**src/hw/omcc_pkg.sv**
```systemverilog
// Package with constants and types of the operating mode clock control.
package omcc_pkg;

   // ****************************************************************
   // Register map and fields
   // ****************************************************************
   localparam logic [31:0] OMCC_ADDR_CTRL = 32'h0000_0000;
   localparam logic [31:0] OMCC_ADDR_STAT = 32'h0000_0004;
   localparam logic [7:0] OMCC_CTRL_RESET = 8'h03;
   localparam int OMCC_DIV_MSB = 7;
   localparam int OMCC_DIV_LSB = 5;
   localparam int OMCC_FAST_BIT = 4;
   localparam int OMCC_LRDY_BIT = 3;
   localparam int OMCC_HRDY_BIT = 2;
   localparam int OMCC_IDLE_BIT = 1;
   localparam int OMCC_HLSEL_BIT = 0;
   localparam logic [7:0] OMCC_WR_MASK = 8'hF3;
   localparam logic [2:0] OMCC_DIV_FIRST_HS = 3'h2;

   // ****************************************************************
   // Oscillator settle counts, in oscillator cycles
   // ****************************************************************
   localparam logic [10:0] OMCC_XTAL_SETTLE = 11'h400;
   localparam logic [10:0] OMCC_HRC_SETTLE = 11'h010;
   localparam logic [10:0] OMCC_LRC_SETTLE = 11'h002;

   // ****************************************************************
   // Source selections and states
   // ****************************************************************
   localparam logic [1:0] OMCC_HS_CRYSTAL = 2'h0;
   localparam logic [1:0] OMCC_HS_EXT_RC = 2'h1;
   localparam logic [1:0] OMCC_HS_INT_RC = 2'h2;

   localparam logic [1:0] OMCC_SRC_HIGH = 2'h0;
   localparam logic [1:0] OMCC_SRC_DIV = 2'h1;
   localparam logic [1:0] OMCC_SRC_LOW = 2'h2;
   localparam logic [1:0] OMCC_SRC_SUB = 2'h3;

   typedef enum logic [5:0] {
      OMCC_ST_RUN = 6'h01,
      OMCC_ST_IDLE_CLOCK_STOPPED_MODE = 6'h02,
      OMCC_ST_IDLE_CLOCK_KEPT_MODE = 6'h04,
      OMCC_ST_DEEPEST_POWER_DOWN_MODE = 6'h08,
      OMCC_ST_LIGHT_POWER_DOWN_MODE = 6'h10,
      OMCC_ST_WAKE = 6'h20
   } omcc_state_t;

   // Configuration options and enables that come from other blocks.
   typedef struct packed {
      logic [1:0] hs_source;
      logic ls_is_crystal;
      logic watchdog_enable;
      logic watchdog_from_sub;
      logic low_voltage_detector_enable;
      logic system_clock_keep_in_idle;
   } omcc_cfg_t;

   // Clock gating view towards the CPU and the peripherals.
   typedef struct packed {
      logic cpu_run;
      logic high_speed_osc_on;
      logic low_speed_osc_on;
      logic substitute_clock_on;
      logic watchdog_clock_on;
      logic time_base_clock_on;
      logic watchdog_disable;
   } omcc_gate_t;

endpackage

```
**src/hw/omcc_top.sv**
```systemverilog
// Operating mode and system clock controller with its AHB-Lite register.
`timescale 1ns/100ps
//
// Summary of operation
// Two run modes and four CPU-off modes are provided.
// Full-speed run clocks from the high-speed oscillator divided 1 to 64.
// Low-speed run uses the low-speed clock; high-speed oscillator stopped.
// Halt with idle enable low enters a sleep mode.
// Deepest sleep stops CPU, substitute and watchdog clocks; watchdog off.
// Deepest sleep refused while the low-voltage detector is enabled.
// Light sleep keeps substitute and watchdog clocks when detector or WDT needs.
// Halt with idle enable high enters idle; keep bit picks which.
// Idle with clock stopped halts the system oscillator and the CPU; the low-speed oscillator runs on there as substitute clock.
// In that idle, watchdog clock runs only from the substitute clock.
// Idle with clock kept keeps the oscillator; watchdog clock on.
// One 8-bit control register with the six documented fields.
// Divider codes 000/001 low speed, 010..111 high speed /64../2.
// High/low select 1 gives undivided high-speed clock.
// Switching to the low-speed clock turns the high-speed oscillator off.
// Fast wake-up runs from the substitute clock, crystal systems only.
// Low-speed ready clears in deepest sleep; sets after 1024 or 2 cycles.
// High-speed ready clears when stopped; sets after 1024 or 16 cycles.
// Fast wake-up switches to the crystal once its ready flag sets.
// Software writes to both ready flags are ignored.
// The control register resets to 03h.
//
module omcc_top (
   input wire logic sys_clk_i,
   input wire logic rst_b_i,
   input wire logic hsel_i,
   input wire logic [31:0] haddr_i,
   input wire logic [1:0] htrans_i,
   input wire logic hwrite_i,
   input wire logic [2:0] hsize_i,
   input wire logic [31:0] hwdata_i,
   input wire logic hready_i,
   output logic [31:0] hrdata_o,
   output logic hreadyout_o,
   output logic hresp_o,
   input wire logic high_speed_osc_i,
   input wire logic low_speed_osc_i,
   input wire omcc_pkg::omcc_cfg_t cfg_i,
   input wire logic halt_i,
   input wire logic wakeup_i,
   output omcc_pkg::omcc_gate_t gate_o,
   output logic system_clock_en_o,
   output logic [1:0] system_clock_src_o,
   output omcc_pkg::omcc_state_t mode_o,
   output logic deep_sleep_refused_o
);
   import omcc_pkg::*;

   // ****************************************************************
   // Helper functions
   // ****************************************************************
   // Divide mask for the divided high-speed codes: 010 gives /64.
   function automatic logic [5:0] div_mask(input logic [2:0] code);
      logic [2:0] shift;
      shift = 3'(code - OMCC_DIV_FIRST_HS);
      div_mask = 6'(6'h3F >> shift);
   endfunction

   // Three-stage capture; a rise counts once the last two agree.
   function automatic logic agreed_rise(input logic s2, input logic s3,
                                        input logic stable);
      agreed_rise = (s2 == s3) && s3 && !stable;
   endfunction

   // ****************************************************************
   // Oscillator input capture
   // ****************************************************************
   logic [2:0] hs_sync_r;
   logic [2:0] ls_sync_r;
   logic hs_stable_r;
   logic ls_stable_r;
   wire hs_rise = agreed_rise(hs_sync_r[1], hs_sync_r[2], hs_stable_r);
   wire ls_rise = agreed_rise(ls_sync_r[1], ls_sync_r[2], ls_stable_r);

   always_ff @(posedge sys_clk_i or negedge rst_b_i) begin
      if (!rst_b_i) begin
         hs_sync_r <= 3'h0;
         ls_sync_r <= 3'h0;
         hs_stable_r <= 1'b0;
         ls_stable_r <= 1'b0;
      end else begin
         hs_sync_r <= {hs_sync_r[1:0], high_speed_osc_i};
         ls_sync_r <= {ls_sync_r[1:0], low_speed_osc_i};
         if (hs_sync_r[1] == hs_sync_r[2]) begin
            hs_stable_r <= hs_sync_r[2];
         end
         if (ls_sync_r[1] == ls_sync_r[2]) begin
            ls_stable_r <= ls_sync_r[2];
         end
      end
   end

   // ****************************************************************
   // Control register fields
   // ****************************************************************
   logic [7:0] ctrl_r;
   logic hs_ready_r;
   logic ls_ready_r;
   omcc_state_t state_r;
   omcc_state_t state_nxt;
   logic fast_active_r;
   logic fast_active_nxt;

   wire [2:0] div_sel = ctrl_r[OMCC_DIV_MSB:OMCC_DIV_LSB];
   wire fast_en = ctrl_r[OMCC_FAST_BIT];
   wire idle_en = ctrl_r[OMCC_IDLE_BIT];
   wire hl_sel = ctrl_r[OMCC_HLSEL_BIT];
   // Undivided select.
   // Divider decode.
   wire sel_low = !hl_sel && (div_sel < OMCC_DIV_FIRST_HS);
   wire sel_div = !hl_sel && !sel_low;
   wire hs_is_crystal = (cfg_i.hs_source == OMCC_HS_CRYSTAL);
   wire [7:0] ctrl_view = {ctrl_r[7:4], ls_ready_r, hs_ready_r,
                           ctrl_r[1:0]};

   // ****************************************************************
   // Mode sequencer
   // ****************************************************************
   wire in_run = (state_r == OMCC_ST_RUN);
   wire in_deepest_power_down_mode = (state_r == OMCC_ST_DEEPEST_POWER_DOWN_MODE);
   wire in_light_power_down_mode = (state_r == OMCC_ST_LIGHT_POWER_DOWN_MODE);
   wire in_idle_clock_stopped_mode = (state_r == OMCC_ST_IDLE_CLOCK_STOPPED_MODE);
   wire in_idle_clock_kept_mode = (state_r == OMCC_ST_IDLE_CLOCK_KEPT_MODE);
   wire halt_take = halt_i && in_run && !fast_active_r;
   // Deep sleep refusal.
   wire deep_allowed = !cfg_i.low_voltage_detector_enable &&
                       !cfg_i.watchdog_enable;
   wire refuse_deep = halt_take && !idle_en &&
                      cfg_i.low_voltage_detector_enable;
   wire needed_ready = sel_low ? ls_ready_r : hs_ready_r;
   // Fast wake-up only for a crystal, from light sleep or stopped idle.
   wire fast_ok = fast_en && hs_is_crystal && !sel_low &&
                  (in_light_power_down_mode || in_idle_clock_stopped_mode);

   always_comb begin
      state_nxt = state_r;
      fast_active_nxt = fast_active_r;
      case (state_r)
         OMCC_ST_RUN: begin
            if (halt_take) begin
               if (idle_en) begin
                  // Idle choice.
                  state_nxt = cfg_i.system_clock_keep_in_idle ?
                              OMCC_ST_IDLE_CLOCK_KEPT_MODE : OMCC_ST_IDLE_CLOCK_STOPPED_MODE;
               end else begin
                  // Sleep choice.
                  state_nxt = deep_allowed ? OMCC_ST_DEEPEST_POWER_DOWN_MODE :
                              OMCC_ST_LIGHT_POWER_DOWN_MODE;
               end
            end
            // Switch to crystal.
            if (fast_active_r && hs_ready_r) begin
               fast_active_nxt = 1'b0;
            end
         end
         OMCC_ST_IDLE_CLOCK_KEPT_MODE: begin
            if (wakeup_i) begin
               state_nxt = OMCC_ST_RUN;
            end
         end
         OMCC_ST_IDLE_CLOCK_STOPPED_MODE, OMCC_ST_DEEPEST_POWER_DOWN_MODE, OMCC_ST_LIGHT_POWER_DOWN_MODE: begin
            if (wakeup_i) begin
               if (fast_ok) begin
                  state_nxt = OMCC_ST_RUN;
                  fast_active_nxt = 1'b1;
               end else begin
                  state_nxt = OMCC_ST_WAKE;
               end
            end
         end
         OMCC_ST_WAKE: begin
            if (needed_ready) begin
               state_nxt = OMCC_ST_RUN;
            end
         end
         default: begin
            state_nxt = OMCC_ST_RUN;
            fast_active_nxt = 1'b0;
         end
      endcase
   end

   always_ff @(posedge sys_clk_i or negedge rst_b_i) begin
      if (!rst_b_i) begin
         state_r <= OMCC_ST_WAKE;
         fast_active_r <= 1'b0;
      end else begin
         // Six modes.
         state_r <= state_nxt;
         fast_active_r <= fast_active_nxt;
      end
   end

   // ****************************************************************
   // Oscillator and clock gating
   // ****************************************************************
   // Light sleep keeps the substitute clock only when it is needed.
   wire sub_needed = cfg_i.low_voltage_detector_enable ||
                     (cfg_i.watchdog_enable && cfg_i.watchdog_from_sub);
   // Deepest sleep stops all slow clocks.
   wire sub_on = !in_deepest_power_down_mode && (!in_light_power_down_mode || sub_needed);
   // Watchdog clock in idle with clock stopped.
   // Watchdog clock in idle with clock kept.
   wire wdt_clk_on = in_deepest_power_down_mode ? 1'b0 :
                     in_light_power_down_mode ? sub_needed :
                     in_idle_clock_stopped_mode ? cfg_i.watchdog_from_sub : 1'b1;
   // High-speed oscillator stopped in idle_clock_stopped_mode and both sleeps.
   wire osc_stopped = in_idle_clock_stopped_mode || in_deepest_power_down_mode || in_light_power_down_mode;
   // Low-speed selection turns the high-speed oscillator off.
   // High-speed clock stopped in low-speed run.
   wire hs_osc_on = !osc_stopped && !sel_low;
   wire ls_osc_on = sub_on || (!osc_stopped && sel_low);

   // ****************************************************************
   // Ready flags
   // ****************************************************************
   logic [10:0] hs_cnt_r;
   logic [10:0] ls_cnt_r;
   wire [10:0] hs_settle = hs_is_crystal ? OMCC_XTAL_SETTLE :
                           OMCC_HRC_SETTLE;
   wire [10:0] ls_settle = cfg_i.ls_is_crystal ? OMCC_XTAL_SETTLE :
                           OMCC_LRC_SETTLE;

   // The counts run on captured oscillator edges, so a stopped or
   // missing oscillator leaves its flag low rather than faking ready.
   always_ff @(posedge sys_clk_i or negedge rst_b_i) begin
      if (!rst_b_i) begin
         hs_cnt_r <= 11'h000;
         hs_ready_r <= 1'b0;
      end else if (!hs_osc_on) begin
         // Cleared while stopped.
         hs_cnt_r <= 11'h000;
         hs_ready_r <= 1'b0;
      end else if (hs_rise && !hs_ready_r) begin
         hs_cnt_r <= 11'(hs_cnt_r + 11'h001);
         // Set after settle count.
         if (11'(hs_cnt_r + 11'h001) >= hs_settle) begin
            hs_ready_r <= 1'b1;
         end
      end
   end

   always_ff @(posedge sys_clk_i or negedge rst_b_i) begin
      if (!rst_b_i) begin
         ls_cnt_r <= 11'h000;
         ls_ready_r <= 1'b0;
      end else if (!ls_osc_on) begin
         // Cleared while stopped.
         ls_cnt_r <= 11'h000;
         ls_ready_r <= 1'b0;
      end else if (ls_rise && !ls_ready_r) begin
         ls_cnt_r <= 11'(ls_cnt_r + 11'h001);
         // Set after settle count.
         if (11'(ls_cnt_r + 11'h001) >= ls_settle) begin
            ls_ready_r <= 1'b1;
         end
      end
   end

   // ****************************************************************
   // System clock enable
   // ****************************************************************
   logic [5:0] div_cnt_r;
   logic sys_en_r;
   logic [1:0] src_r;
   wire [5:0] mask = div_mask(div_sel);
   wire div_tick = hs_rise && ((div_cnt_r & mask) == mask);
   wire clk_running = in_run || in_idle_clock_kept_mode;
   // Source pick for full-speed, divided and low-speed run.
   wire [1:0] src_pick = fast_active_r ? OMCC_SRC_SUB :
                         hl_sel ? OMCC_SRC_HIGH :
                         sel_low ? OMCC_SRC_LOW : OMCC_SRC_DIV;
   wire sys_tick = (src_pick == OMCC_SRC_HIGH) ? hs_rise :
                   (src_pick == OMCC_SRC_DIV) ? div_tick : ls_rise;

   always_ff @(posedge sys_clk_i or negedge rst_b_i) begin
      if (!rst_b_i) begin
         div_cnt_r <= 6'h00;
         sys_en_r <= 1'b0;
         src_r <= OMCC_SRC_HIGH;
      end else begin
         if (hs_rise) begin
            div_cnt_r <= 6'(div_cnt_r + 6'h01);
         end
         sys_en_r <= clk_running && sys_tick;
         src_r <= src_pick;
      end
   end

   // ****************************************************************
   // AHB-Lite slave
   // ****************************************************************
   logic wr_pend_r;
   logic [31:0] addr_r;
   logic [31:0] rdata_r;
   wire take = hsel_i && htrans_i[1] && hready_i;
   wire hit_ctrl = (addr_r == OMCC_ADDR_CTRL);
   wire rd_ctrl = (haddr_i == OMCC_ADDR_CTRL);
   wire rd_stat = (haddr_i == OMCC_ADDR_STAT);
   wire [31:0] rd_mux = rd_ctrl ? {24'h000000, ctrl_view} :
                        rd_stat ? {26'h0000000, state_r} : 32'h0;

   always_ff @(posedge sys_clk_i or negedge rst_b_i) begin
      if (!rst_b_i) begin
         wr_pend_r <= 1'b0;
         addr_r <= 32'h0;
      end else begin
         wr_pend_r <= take && hwrite_i;
         if (take) begin
            addr_r <= haddr_i;
         end
      end
   end

   // Read data is captured at the edge that takes the address phase.
   // A flag change during the data phase is seen by the next read.
   always_ff @(posedge sys_clk_i or negedge rst_b_i) begin
      if (!rst_b_i) begin
         rdata_r <= 32'h0;
      end else if (take && !hwrite_i) begin
         rdata_r <= rd_mux;
      end else begin
         rdata_r <= 32'h0;
      end
   end

   always_ff @(posedge sys_clk_i or negedge rst_b_i) begin
      if (!rst_b_i) begin
         // Reset value.
         ctrl_r <= OMCC_CTRL_RESET;
      end else if (wr_pend_r && hit_ctrl) begin
         // Field layout.
         // Ready flags masked.
         ctrl_r <= (hwdata_i[7:0] & OMCC_WR_MASK) |
                   (ctrl_r & ~OMCC_WR_MASK);
      end
   end

   // ****************************************************************
   // Outputs
   // ****************************************************************
   logic refused_r;
   always_ff @(posedge sys_clk_i or negedge rst_b_i) begin
      if (!rst_b_i) begin
         refused_r <= 1'b0;
      end else begin
         refused_r <= refuse_deep;
      end
   end

   assign hrdata_o = rdata_r;
   assign hreadyout_o = 1'b1;
   assign hresp_o = 1'b0;
   assign gate_o.cpu_run = in_run;
   assign gate_o.high_speed_osc_on = hs_osc_on;
   assign gate_o.low_speed_osc_on = ls_osc_on;
   assign gate_o.substitute_clock_on = sub_on;
   assign gate_o.watchdog_clock_on = wdt_clk_on;
   assign gate_o.time_base_clock_on = !in_deepest_power_down_mode && !in_light_power_down_mode;
   assign gate_o.watchdog_disable = in_deepest_power_down_mode;
   assign system_clock_en_o = sys_en_r;
   assign system_clock_src_o = src_r;
   assign mode_o = state_r;
   assign deep_sleep_refused_o = refused_r;

endmodule // omcc_top

```
**config.mk**
```make
export PLATFORM = sky130hd
export DESIGN_NAME = omcc_top
export DESIGN_NICKNAME = d
export VERILOG_FILES = /design/src/hw/omcc_pkg.sv /design/src/hw/omcc_top.sv
export SDC_FILE = /design/constraint.sdc
export NUM_CORES = 1
export LEC_CHECK = 0
export BUFFER_PORTS_ARGS = -buffer_cell sky130_fd_sc_hd__buf_2
export CAP_MARGIN = 10
export CORE_MARGIN = 8
export CORE_UTILIZATION = 34
export DETAILED_ROUTE_END_ITERATION = 7
export GPL_ROUTABILITY_DRIVEN = 0
export PLACE_DENSITY = 0.66
export SLEW_MARGIN = 0
export SYNTH_ARGS = -nofsm -noshare
export SYNTH_HDL_FRONTEND = slang
export SYNTH_SLANG_ARGS = --single-unit
export TNS_END_PERCENT = 1
```
**constraint.sdc**
```tcl
create_clock -name sys_clk_i -period 2.3 [get_ports sys_clk_i]
set_input_delay 0.345 -clock sys_clk_i [delete_from_list [all_inputs] [get_ports sys_clk_i]]
set_output_delay 0.345 -clock sys_clk_i [all_outputs]
set_load 0.05 [all_outputs]
```
==> results.yml, run 1 <==
route:
  wl_per_cell_um: 15.0
  route.antenna.remaining_nets: 0
  drtIter0Drc: 133
  vias: 3472
  drtPass1Iterations: 4
  viasPerCell: 4.81
  routed_wl_mm: 10.8
  drc: 0
pwr:
  seq_power_share_pct: 44.9
  swShare_pct: 32.7
  p_sw_mw: 1.68
  p_int_mw: 3.46
  power_density_nw_per_um2: 891
  p_clk_share_pct: 31.6
  combinationalPowerShare_pct: 23.5
  p_leak_nw: 2.58
  peakVddDrop_uv: 388
grt:
  grt_pass1_wl_mm: 17.3
  first_global_vias: 3469
  grt.overflow.total: 0
  grt_use_total_pct: 11.7
  antenna_found_initial: 0
  grt_max_degree: 44
cells_and_area:
  syn_to_final_growth_pct: 17.6
  layout_commonest_cell: "dfrtp_1"
  nNetsFinal: 630
  layout.cells.non_filler: 722
  stdcell_area_um2: 5760
  final_cell_mix: "dfrtp_1, buf_2, mux2_2"
  fin_util_pct: 40.3
  antenna_cells: 0
  layout-drive-gt1-share_pct: 30.7
run_status:
  status: "complete, but fails checks"
  failed_checks: "hold timing"
timing:
  rsz0062_at_grt: "true"
  drv_slew: 0
  slew_headroom_pct: 61.3
  fin_setup_tns_ns: 0
  fmax_mhz: 446
  finalSetupViolCount: 0
  period_share_pct: 97.6
  finalCriticalPeriod_ns: 2.24
  hold_viol: 4
  timing.hold.ws_ns: -0.00560
  worstMarginPinSlew_ns: 0.580
  finClkSkew_ns: 0.00950
die:
  num_rows: 44
  core_area_um2: 14300
  dieArea_um2: 18500
  ioPinCount: 136
  start_util_pct: 34.2
  die_y_um: 136
  die_x_um: 136
clock_network:
  cts_buffers: 9
  clock_latency_ns: 0.34
  clk_pin_slew_worst_paths_ns: 0.06
  cts_root_buf: "clkbuf_16"
  clock-sinks: 96
  cts_tree: "yes"
  clockBufferDepth: 2
  htree_num_levels: 3
synthesis:
  syn_area_per_cell_um2: 10.8
  yosys.area.top_type: "dfrtp_1"
  async_reset_ff_share_pct: 100
  synth_compound_area_share_pct: 6.08
  ys_warn_count: 0
  ys_types: 55
  ys_ff_latch: 96
  netlist_area_um2: 4900
  synth-seq-area-share_pct: 49.1
  ys.flop_type: "dfrtp_1"
  synth.top_cell.area_share_pct: 47.5
  synthMuxAreaShare_pct: 11.1
  synthTopCellsByArea: "dfrtp_1, mux2_2, buf_4"
  synth-simple-area-share_pct: 17.1
  yosys.area_share.adder_pct: 3.06
  synthXorXnorAreaFrac_pct: 5.54
  synth_top_family_by_area: "simple AND/OR/NAND/NOR gates"
  synth_cells: 455
  synth_edf_count: 0
setup_path:
  path_class: "register to output port"
  end_kind: "output port"
  crit_chain: "nor2b_1, a31oi_1, nor2b_2, buf_12, inv_1, clkbuf_4"
  slowest_stage: "dfrtp_2"
  cp.arrival_ns: 1.90
  cp-start-kind: "register"
  path_max_fanout: 13
  slowest_delay_ns: 0.49
  required_ns: 1.96
worst_hold_path:
  hold_path_class: "primary input to async pin"
place:
  placed_cells: 705
  dpl_cell_area_um2: 5390
  io_buffers: 79
  dp_hpwl_mm: 8.22
flow_run:
  maxCapViolCount: 0
==> layer usage <==
layer  global-route usage, %  up-vias  part of all wire, %
li1                        -     1686                    -
met1                    14.7     1732                   45
met2                    19.0       49                   50
met3                    3.07        5                  3.8
met4                    4.33        0                 0.93
met5                       0        -                    0
==> sequential cells by signal (all words and copies together), names as in the netlist, 2 cells and up <==
name,flops
addr_r,32
ctrl_r,6
div_cnt_r,6
hrdata_o,8
hs_cnt_r,11
hs_sync_r,3
ls_cnt_r,11
ls_sync_r,3
mode_o,6
system_clock_src_o,2
==> cells by family (layout without fill, tap and decap cells) <==
group | after synthesis | count (layout)
adders and majority gates | 12 | 12
other | 2 | 26
and+or+nand+nor | 156 | 156
DFF | 96 | 96
xor gates and xnor gates | 31 | 31
muxes | 49 | 49
buffers and inverters | 63 | 122
AOI/OAI and AO/OA | 46 | 46
==> repair_timing <==
| item | 4_1_cts | 5_1_grt |
|---|---|---|
| endpoints found under the hold margin | 0 | 0 |
| hold buffers | 0 | 0 |
| cloned | 0 | 0 |
| buffers inserted | 0 | 1 |
| resized for setup | 3 | 7 |
| endpoints found under the setup margin | 2 | 4 |
==> final timing paths <==
kind,slack (ns),cells after the start,to,startpoint
min,-0.006,1,hs_cnt_r[8]$_DFFE_PN0P_,rst_b_i
min in group sys_clk_i,0.10,1,hs_sync_r[0]$_DFF_PN0_,high_speed_osc_i
max,0.06,6,gate_o[3],mode_o[4]$_DFFE_PN0P_
max in group asynchronous,1.67,2,addr_r[13]$_DFFE_PN0P_,rst_b_i
max reg2reg,0.14,9,hs_ready_r$_DFFE_PN0P_,hs_cnt_r[1]$_DFFE_PN0P_
min reg2reg,0.36,0,ls_sync_r[1]$_DFF_PN0_,ls_sync_r[0]$_DFF_PN0_
==> power groups by stage <==
stage	logic (mW)	clock network (mW)	registers (mW)
6_report	1.21	1.62	2.30
5_1_grt	1.33	1.75	2.35
4_1_cts	1.21	1.68	2.30
3_5_place_dp	1.20	0	2.32
3_3_place_gp	1.18	0	2.30
2_1_floorplan	0.930	0	2.31
==> worst max-delay path: cells and delay by family (launching register included) <==
family | cells | cell delay [ns]
DFF | 1 | 0.49
and+or+nand+nor | 2 | 0.29
AOI/OAI and AO/OA | 1 | 0.30
buffers and inverters | 3 | 0.46
==> stage by stage <==
step	total power, mW	setup WS, ns
2_1_floorplan	3.24	0.0625
3_3_place_gp	3.48	0.111
3_5_place_dp	3.53	0.0625
4_1_cts	5.19	0.0444
5_1_grt	5.43	-0.0398
6_report	5.13	0.0561
==> cells in the mapped netlist, types with 2 or more instances <==
library cell / n
nand3_1: 9
or3_1: 5
o2bb2ai_1: 2
buf_4: 33
a31oi_1: 3
buf_6: 3
mux2i_1: 8
dfrtp_1: 93
o22ai_1: 4
nor3b_1: 3
nand3b_1: 2
buf_2: 4
inv_1: 15
mux2_2: 41
o21a_1: 3
conb_1: 2
nand2_1: 33
nor3_1: 9
ha_1: 12
nand4b_1: 3
nor4_1: 15
or4_1: 2
a22o_1: 2
clkbuf_1: 8
nand2b_1: 7
dfstp_2: 3
nor2b_1: 8
a21oi_1: 10
nand4_1: 11
xnor2_1: 11
o21ai_0: 10
and4_1: 3
o211ai_1: 2
nor2_1: 36
xor2_1: 20
==> layout make-up <==
class,count,area (um2)
clock buffer,10,239
clock inverter,6,91.3
fill,1407,8550
inverter,15,56.3
multi-input combinational,320,2220
sequential,96,2410
tap,184,230
timing repair buffer,91,518
Note: power is estimated with default switching activity, not from simulation.
==> inputs of run 2 (changes only) <==
Settings changed: CORE_ASPECT_RATIO set to 2.
==> results.yml, run 2 (synthesis gave the netlist of run 1 again) <==
run_status:
  status: "finished clean"
clock_network:
  cts_root_buf: "clkbuf_16"
  clock-sinks: 96
  clock_latency_ns: 0.35
  htree_num_levels: 3
  cts_buffers: 9
  cts_tree: "yes"
  clk_pin_slew_worst_paths_ns: 0.07
  clockBufferDepth: 2
  cts_setup_buffers: 0
cells_and_area:
  layout-drive-gt1-share_pct: 30.2
  nNetsFinal: 632
  syn_to_final_growth_pct: 17.6
  multi_input_area_um2: 2210
  largest_reg_flops: 32
  fin_util_pct: 40.6
  layout_commonest_cell: "dfrtp_1"
  reg_top3: "addr_r: 32 flops, hs_cnt_r: 11 flops, ls_cnt_r: 11 flops"
  seqCellArea_um2: 2410
  regMostFlops: "addr_r"
  stdcell_area_um2: 5760
  fillers: 1388
  final_cell_mix: "dfrtp_1, buf_2, mux2_2"
route:
  routed_wl_mm: 10.9
  drtIter0Drc: 155
  vias: 3502
  drc: 0
  drtPass1Iterations: 4
  viasPerCell: 4.78
  wl_per_cell_um: 14.9
  route.antenna.remaining_nets: 0
timing:
  finalCriticalPeriod_ns: 2.22
  setup_ws_ns: 0.0845
  drv_slew: 0
  rsz0062_at_grt: "true"
  period_share_pct: 96.3
  finClkSkew_ns: 0.00494
  hold_viol: 0
  finalSetupViolCount: 0
  fmax_mhz: 451
  fin_setup_tns_ns: 0
setup_path:
  cp.arrival_ns: 2.45
  cp-start-kind: "register"
  path_max_fanout: 4
  end_kind: "register"
  path_class: "register to register"
  required_ns: 2.53
grt:
  first_global_vias: 3579
  grt.overflow.total: 0
  grt_max_degree: 37
  antenna_found_initial: 0
  grt_use_total_pct: 12.3
  grt_pass1_wl_mm: 18.1
place:
  dpl_cell_area_um2: 5420
  pre_cts_slack_ns: 0.0738
  dp_hpwl_mm: 8.36
  io_buffers: 79
die:
  dieArea_um2: 18700
  num_rows: 62
  ioPinCount: 136
  start_util_pct: 34.5
  core_area_um2: 14200
  die_y_um: 186
  die_x_um: 101
pwr:
  p_leak_nw: 2.59
  power_density_nw_per_um2: 882
  power_mw: 5.08
  peakVddDrop_uv: 401
flow_run:
  maxCapViolCount: 0
worst_hold_path:
  hold_path_class: "primary input to register"
run 2: cell type report:
type | instances | share of cell area [%]
well taps | 192 | 4.17
inverters | 15 | 0.977
clock buffers | 9 | 3.91
multi-input cells | 320 | 38.4
clock inverters | 7 | 1.52
flip-flops and latches | 96 | 41.8
diodes | 1 | 0.0434
repair buffers | 93 | 9.20
run 2: critical path, stage by stage, from the launching register on:
cell and delay, ns:
dfrtp_1 0.40, ha_1 0.20, nand2_2 0.07, or3_1 0.39
nor3_2 0.22, xor2_1 0.09, ha_1 0.20, a21oi_1 0.13
nand4_1 0.10, o31a_1 0.29
run 2: path summary, 6_finish.rpt:
kind                       cells past startpoint  slack (ns)                     from                       to
hold / removal                                 1        0.10         high_speed_osc_i   hs_sync_r[0]$_DFF_PN0_
setup reg to reg                               9        0.08  hs_cnt_r[0]$_DFFE_PN0P_   hs_ready_r$_DFFE_PN0P_
min in group asynchronous                      2        0.44                  rst_b_i  ls_cnt_r[9]$_DFFE_PN0P_
max in group asynchronous                      3        1.22                  rst_b_i    mode_o[5]$_DFFE_PN1P_
setup / recovery                               9        0.08  hs_cnt_r[0]$_DFFE_PN0P_   hs_ready_r$_DFFE_PN0P_
hold reg to reg                                0        0.35   hs_sync_r[0]$_DFF_PN0_   hs_sync_r[1]$_DFF_PN0_
run 2: report_power, final:
part / internal [mW] / switching (mW)
clock network: 0.870 / 0.703
logic: 0.482 / 0.726
registers: 1.98 / 0.322
run 2: timing repair:
| item | CTS | global route |
|---|---|---|
| endpoints found under the setup margin | 1 | 4 |
| endpoints found under the hold margin | 21 | 0 |
| hold buffers | 1 | 0 |
| resized for setup | 1 | 4 |
run 2: per-layer routing:
layer | vias up | share of wire (%) | GRT usage [%] | wire (um)
met1 | 1705 | 44 | 16.2 | 4840
met5 | - | 0 | 0 | 0
met4 | 0 | 1.3 | 4.02 | 138
li1 | 1704 | - | - | -
met3 | 10 | 6.2 | 3.30 | 671
met2 | 83 | 48 | 19.0 | 5240
run 2: metrics by stage:
step           instances  hold WS (ns)
3_5_place_dp         715         0.282
3_3_place_gp         715         0.277
4_1_cts              732        0.0890
2_1_floorplan        479        0.0494
6_report             733         0.100
5_1_grt              732        0.0908
==> inputs of run 3 (changes only) <==
Settings changed: CELL_PAD_IN_SITES_DETAIL_PLACEMENT set to 1, CELL_PAD_IN_SITES_GLOBAL_PLACEMENT set to 2, CORE_UTILIZATION 34 to 29, PLACE_DENSITY 0.66 to 0.83.
==> results.yml, run 3 (synthesis gave the netlist of run 1 again) <==
route:
  wl_met1_mm: 4.59
  drc: 0
  wl_per_cell_um: 17.0
  topRoutingLayerUsed: "met4"
  routed_wl_mm: 12.8
  vias: 3572
  route.antenna.remaining_nets: 0
  drtIter0Drc: 114
  wl_met2_mm: 7.35
  drtPass1Iterations: 4
  dr_wl_met3_um: 465
  viasPerCell: 4.77
setup_path:
  crit_end: "gate_o[5]"
  required_ns: 1.96
  path_class: "register to output port"
  end_kind: "output port"
  path_max_fanout: 7
  cp-start-kind: "register"
  regToRegSetupSlack_ns: 0.11
  reg2reg_depth: 5
  crit_start: "mode_o[1]$_DFFE_PN0P_"
  cp.arrival_ns: 1.88
  reg2reg_to: "ctrl_r[7]$_DFFE_PN0P_"
  r2r_start: "addr_r[7]$_DFFE_PN0P_"
timing:
  hold_viol: 0
  rsz0062_at_grt: "true"
  setup_ws_ns: 0.0734
  finalSetupViolCount: 0
  finClkSkew_ns: 0.00810
  period_share_pct: 96.8
  fin_setup_tns_ns: 0
  drv_slew: 0
  finalCriticalPeriod_ns: 2.23
  fmax_mhz: 449
cells_and_area:
  reg_top3: "addr_r: 32 flops, hs_cnt_r: 11 flops, ls_cnt_r: 11 flops"
  fillers: 1880
  nNetsFinal: 634
  fin_util_pct: 34.7
  final_cell_mix: "dfrtp_1, buf_2, mux2_2"
  syn_to_final_growth_pct: 18.0
  antenna_cells: 0
  layout_commonest_cell: "dfrtp_1"
  layout-drive-gt1-share_pct: 30.6
  stdcell_area_um2: 5780
  largest_reg_flops: 32
  regMostFlops: "addr_r"
grt:
  grt.overflow.total: 0
  first_global_vias: 4148
  antenna_found_initial: 0
  grt_use_total_pct: 12.7
  grt_max_degree: 39
  grt_pass1_wl_mm: 21.2
clock_network:
  clock-sinks: 96
  clockBufferDepth: 2
  cts_root_buf: "clkbuf_16"
  clk_pin_slew_worst_paths_ns: 0.07
  htree_num_levels: 3
  cts_buffers: 9
  clock_latency_ns: 0.34
  cts_tree: "yes"
worst_hold_path:
  hold_path_class: "primary input to register"
place:
  dp_hpwl_mm: 10.2
  io_buffers: 79
  pre_cts_slack_ns: 0.0930
  dpl_cell_area_um2: 5440
die:
  dieArea_um2: 21600
  ioPinCount: 136
  die_y_um: 200
  core_area_um2: 16700
  start_util_pct: 29.4
  num_rows: 67
  die_x_um: 108
flow_run:
  maxCapViolCount: 0
pwr:
  p_leak_nw: 2.59
  peakVddDrop_uv: 447
  power_density_nw_per_um2: 881
run_status:
  status: "finished clean"
## run 3: changes by cell type in the layout (fill, tap and decap cells not counted), moves of 2 or more
cell	previous run	this run
inv_6	2	0
clkinv_2	0	2
inv_8	2	0
buf_4	12	16
## run 3: power breakdown
group	total (mW)	switching, mW	leakage (nW)	internal (mW)
registers	2.30	0.323	1.21	1.98
clock network	1.50	0.631	0.145	0.871
logic	1.29	0.788	1.24	0.502
total	5.09	1.74	2.59	3.35
## run 3: metal layers
metal | GRT usage, % | vias to the layer above
met3 | 2.96 | 19
met4 | 6.06 | 0
li1 | - | 1687
met2 | 24.2 | 67
met1 | 12.4 | 1799
met5 | 0 | -
## run 3: critical path: stages, from the launching register on
cell      delay, ns
dfrtp_1        0.47
buf_4          0.20
xor2_1         0.16
o211ai_1       0.27
nand2_1        0.16
inv_1          0.09
buf_4          0.19
## run 3: cell type report
class	count	area, um2	area share, %
flip-flops and latches	96	2410	41.7
multi-input cells	320	2220	38.5
clock inverters	5	56.3	0.974
inverters	15	56.3	0.974
repair buffers	95	536	9.26
clock buffers	11	243	4.20
well taps	207	259	4.48
## run 3: worst min path at each step
stage               startpoint                     end  slack, ns  cells past startpoint
2_1_floorplan          rst_b_i   addr_r[0]$_DFFE_PN0P_       0.05                      0
3_3_place_gp           rst_b_i  addr_r[13]$_DFFE_PN0P_       0.31                      1
3_5_place_dp           rst_b_i  addr_r[13]$_DFFE_PN0P_       0.32                      1
4_1_cts        low_speed_osc_i  ls_sync_r[0]$_DFF_PN0_       0.09                      1
5_1_grt        low_speed_osc_i  ls_sync_r[0]$_DFF_PN0_       0.09                      1
6_report       low_speed_osc_i  ls_sync_r[0]$_DFF_PN0_       0.10                      1
## run 3: repair_timing
action	CTS	global route
buffers inserted	0	0
resized for setup	3	6
endpoints found under the setup margin	3	5
hold buffers	1	0
pin swaps	0	1
hold endpoints to repair	30	0
## run 3: per-stage QoR
step	hold WS (ns)	std cells	total power, mW
after floorplan	0.0494	479	3.24
after CTS	0.0862	749	5.17
after global placement	0.305	732	3.54
final	0.102	749	5.09
after global routing	0.0850	749	5.42
after detailed placement	0.315	732	3.62
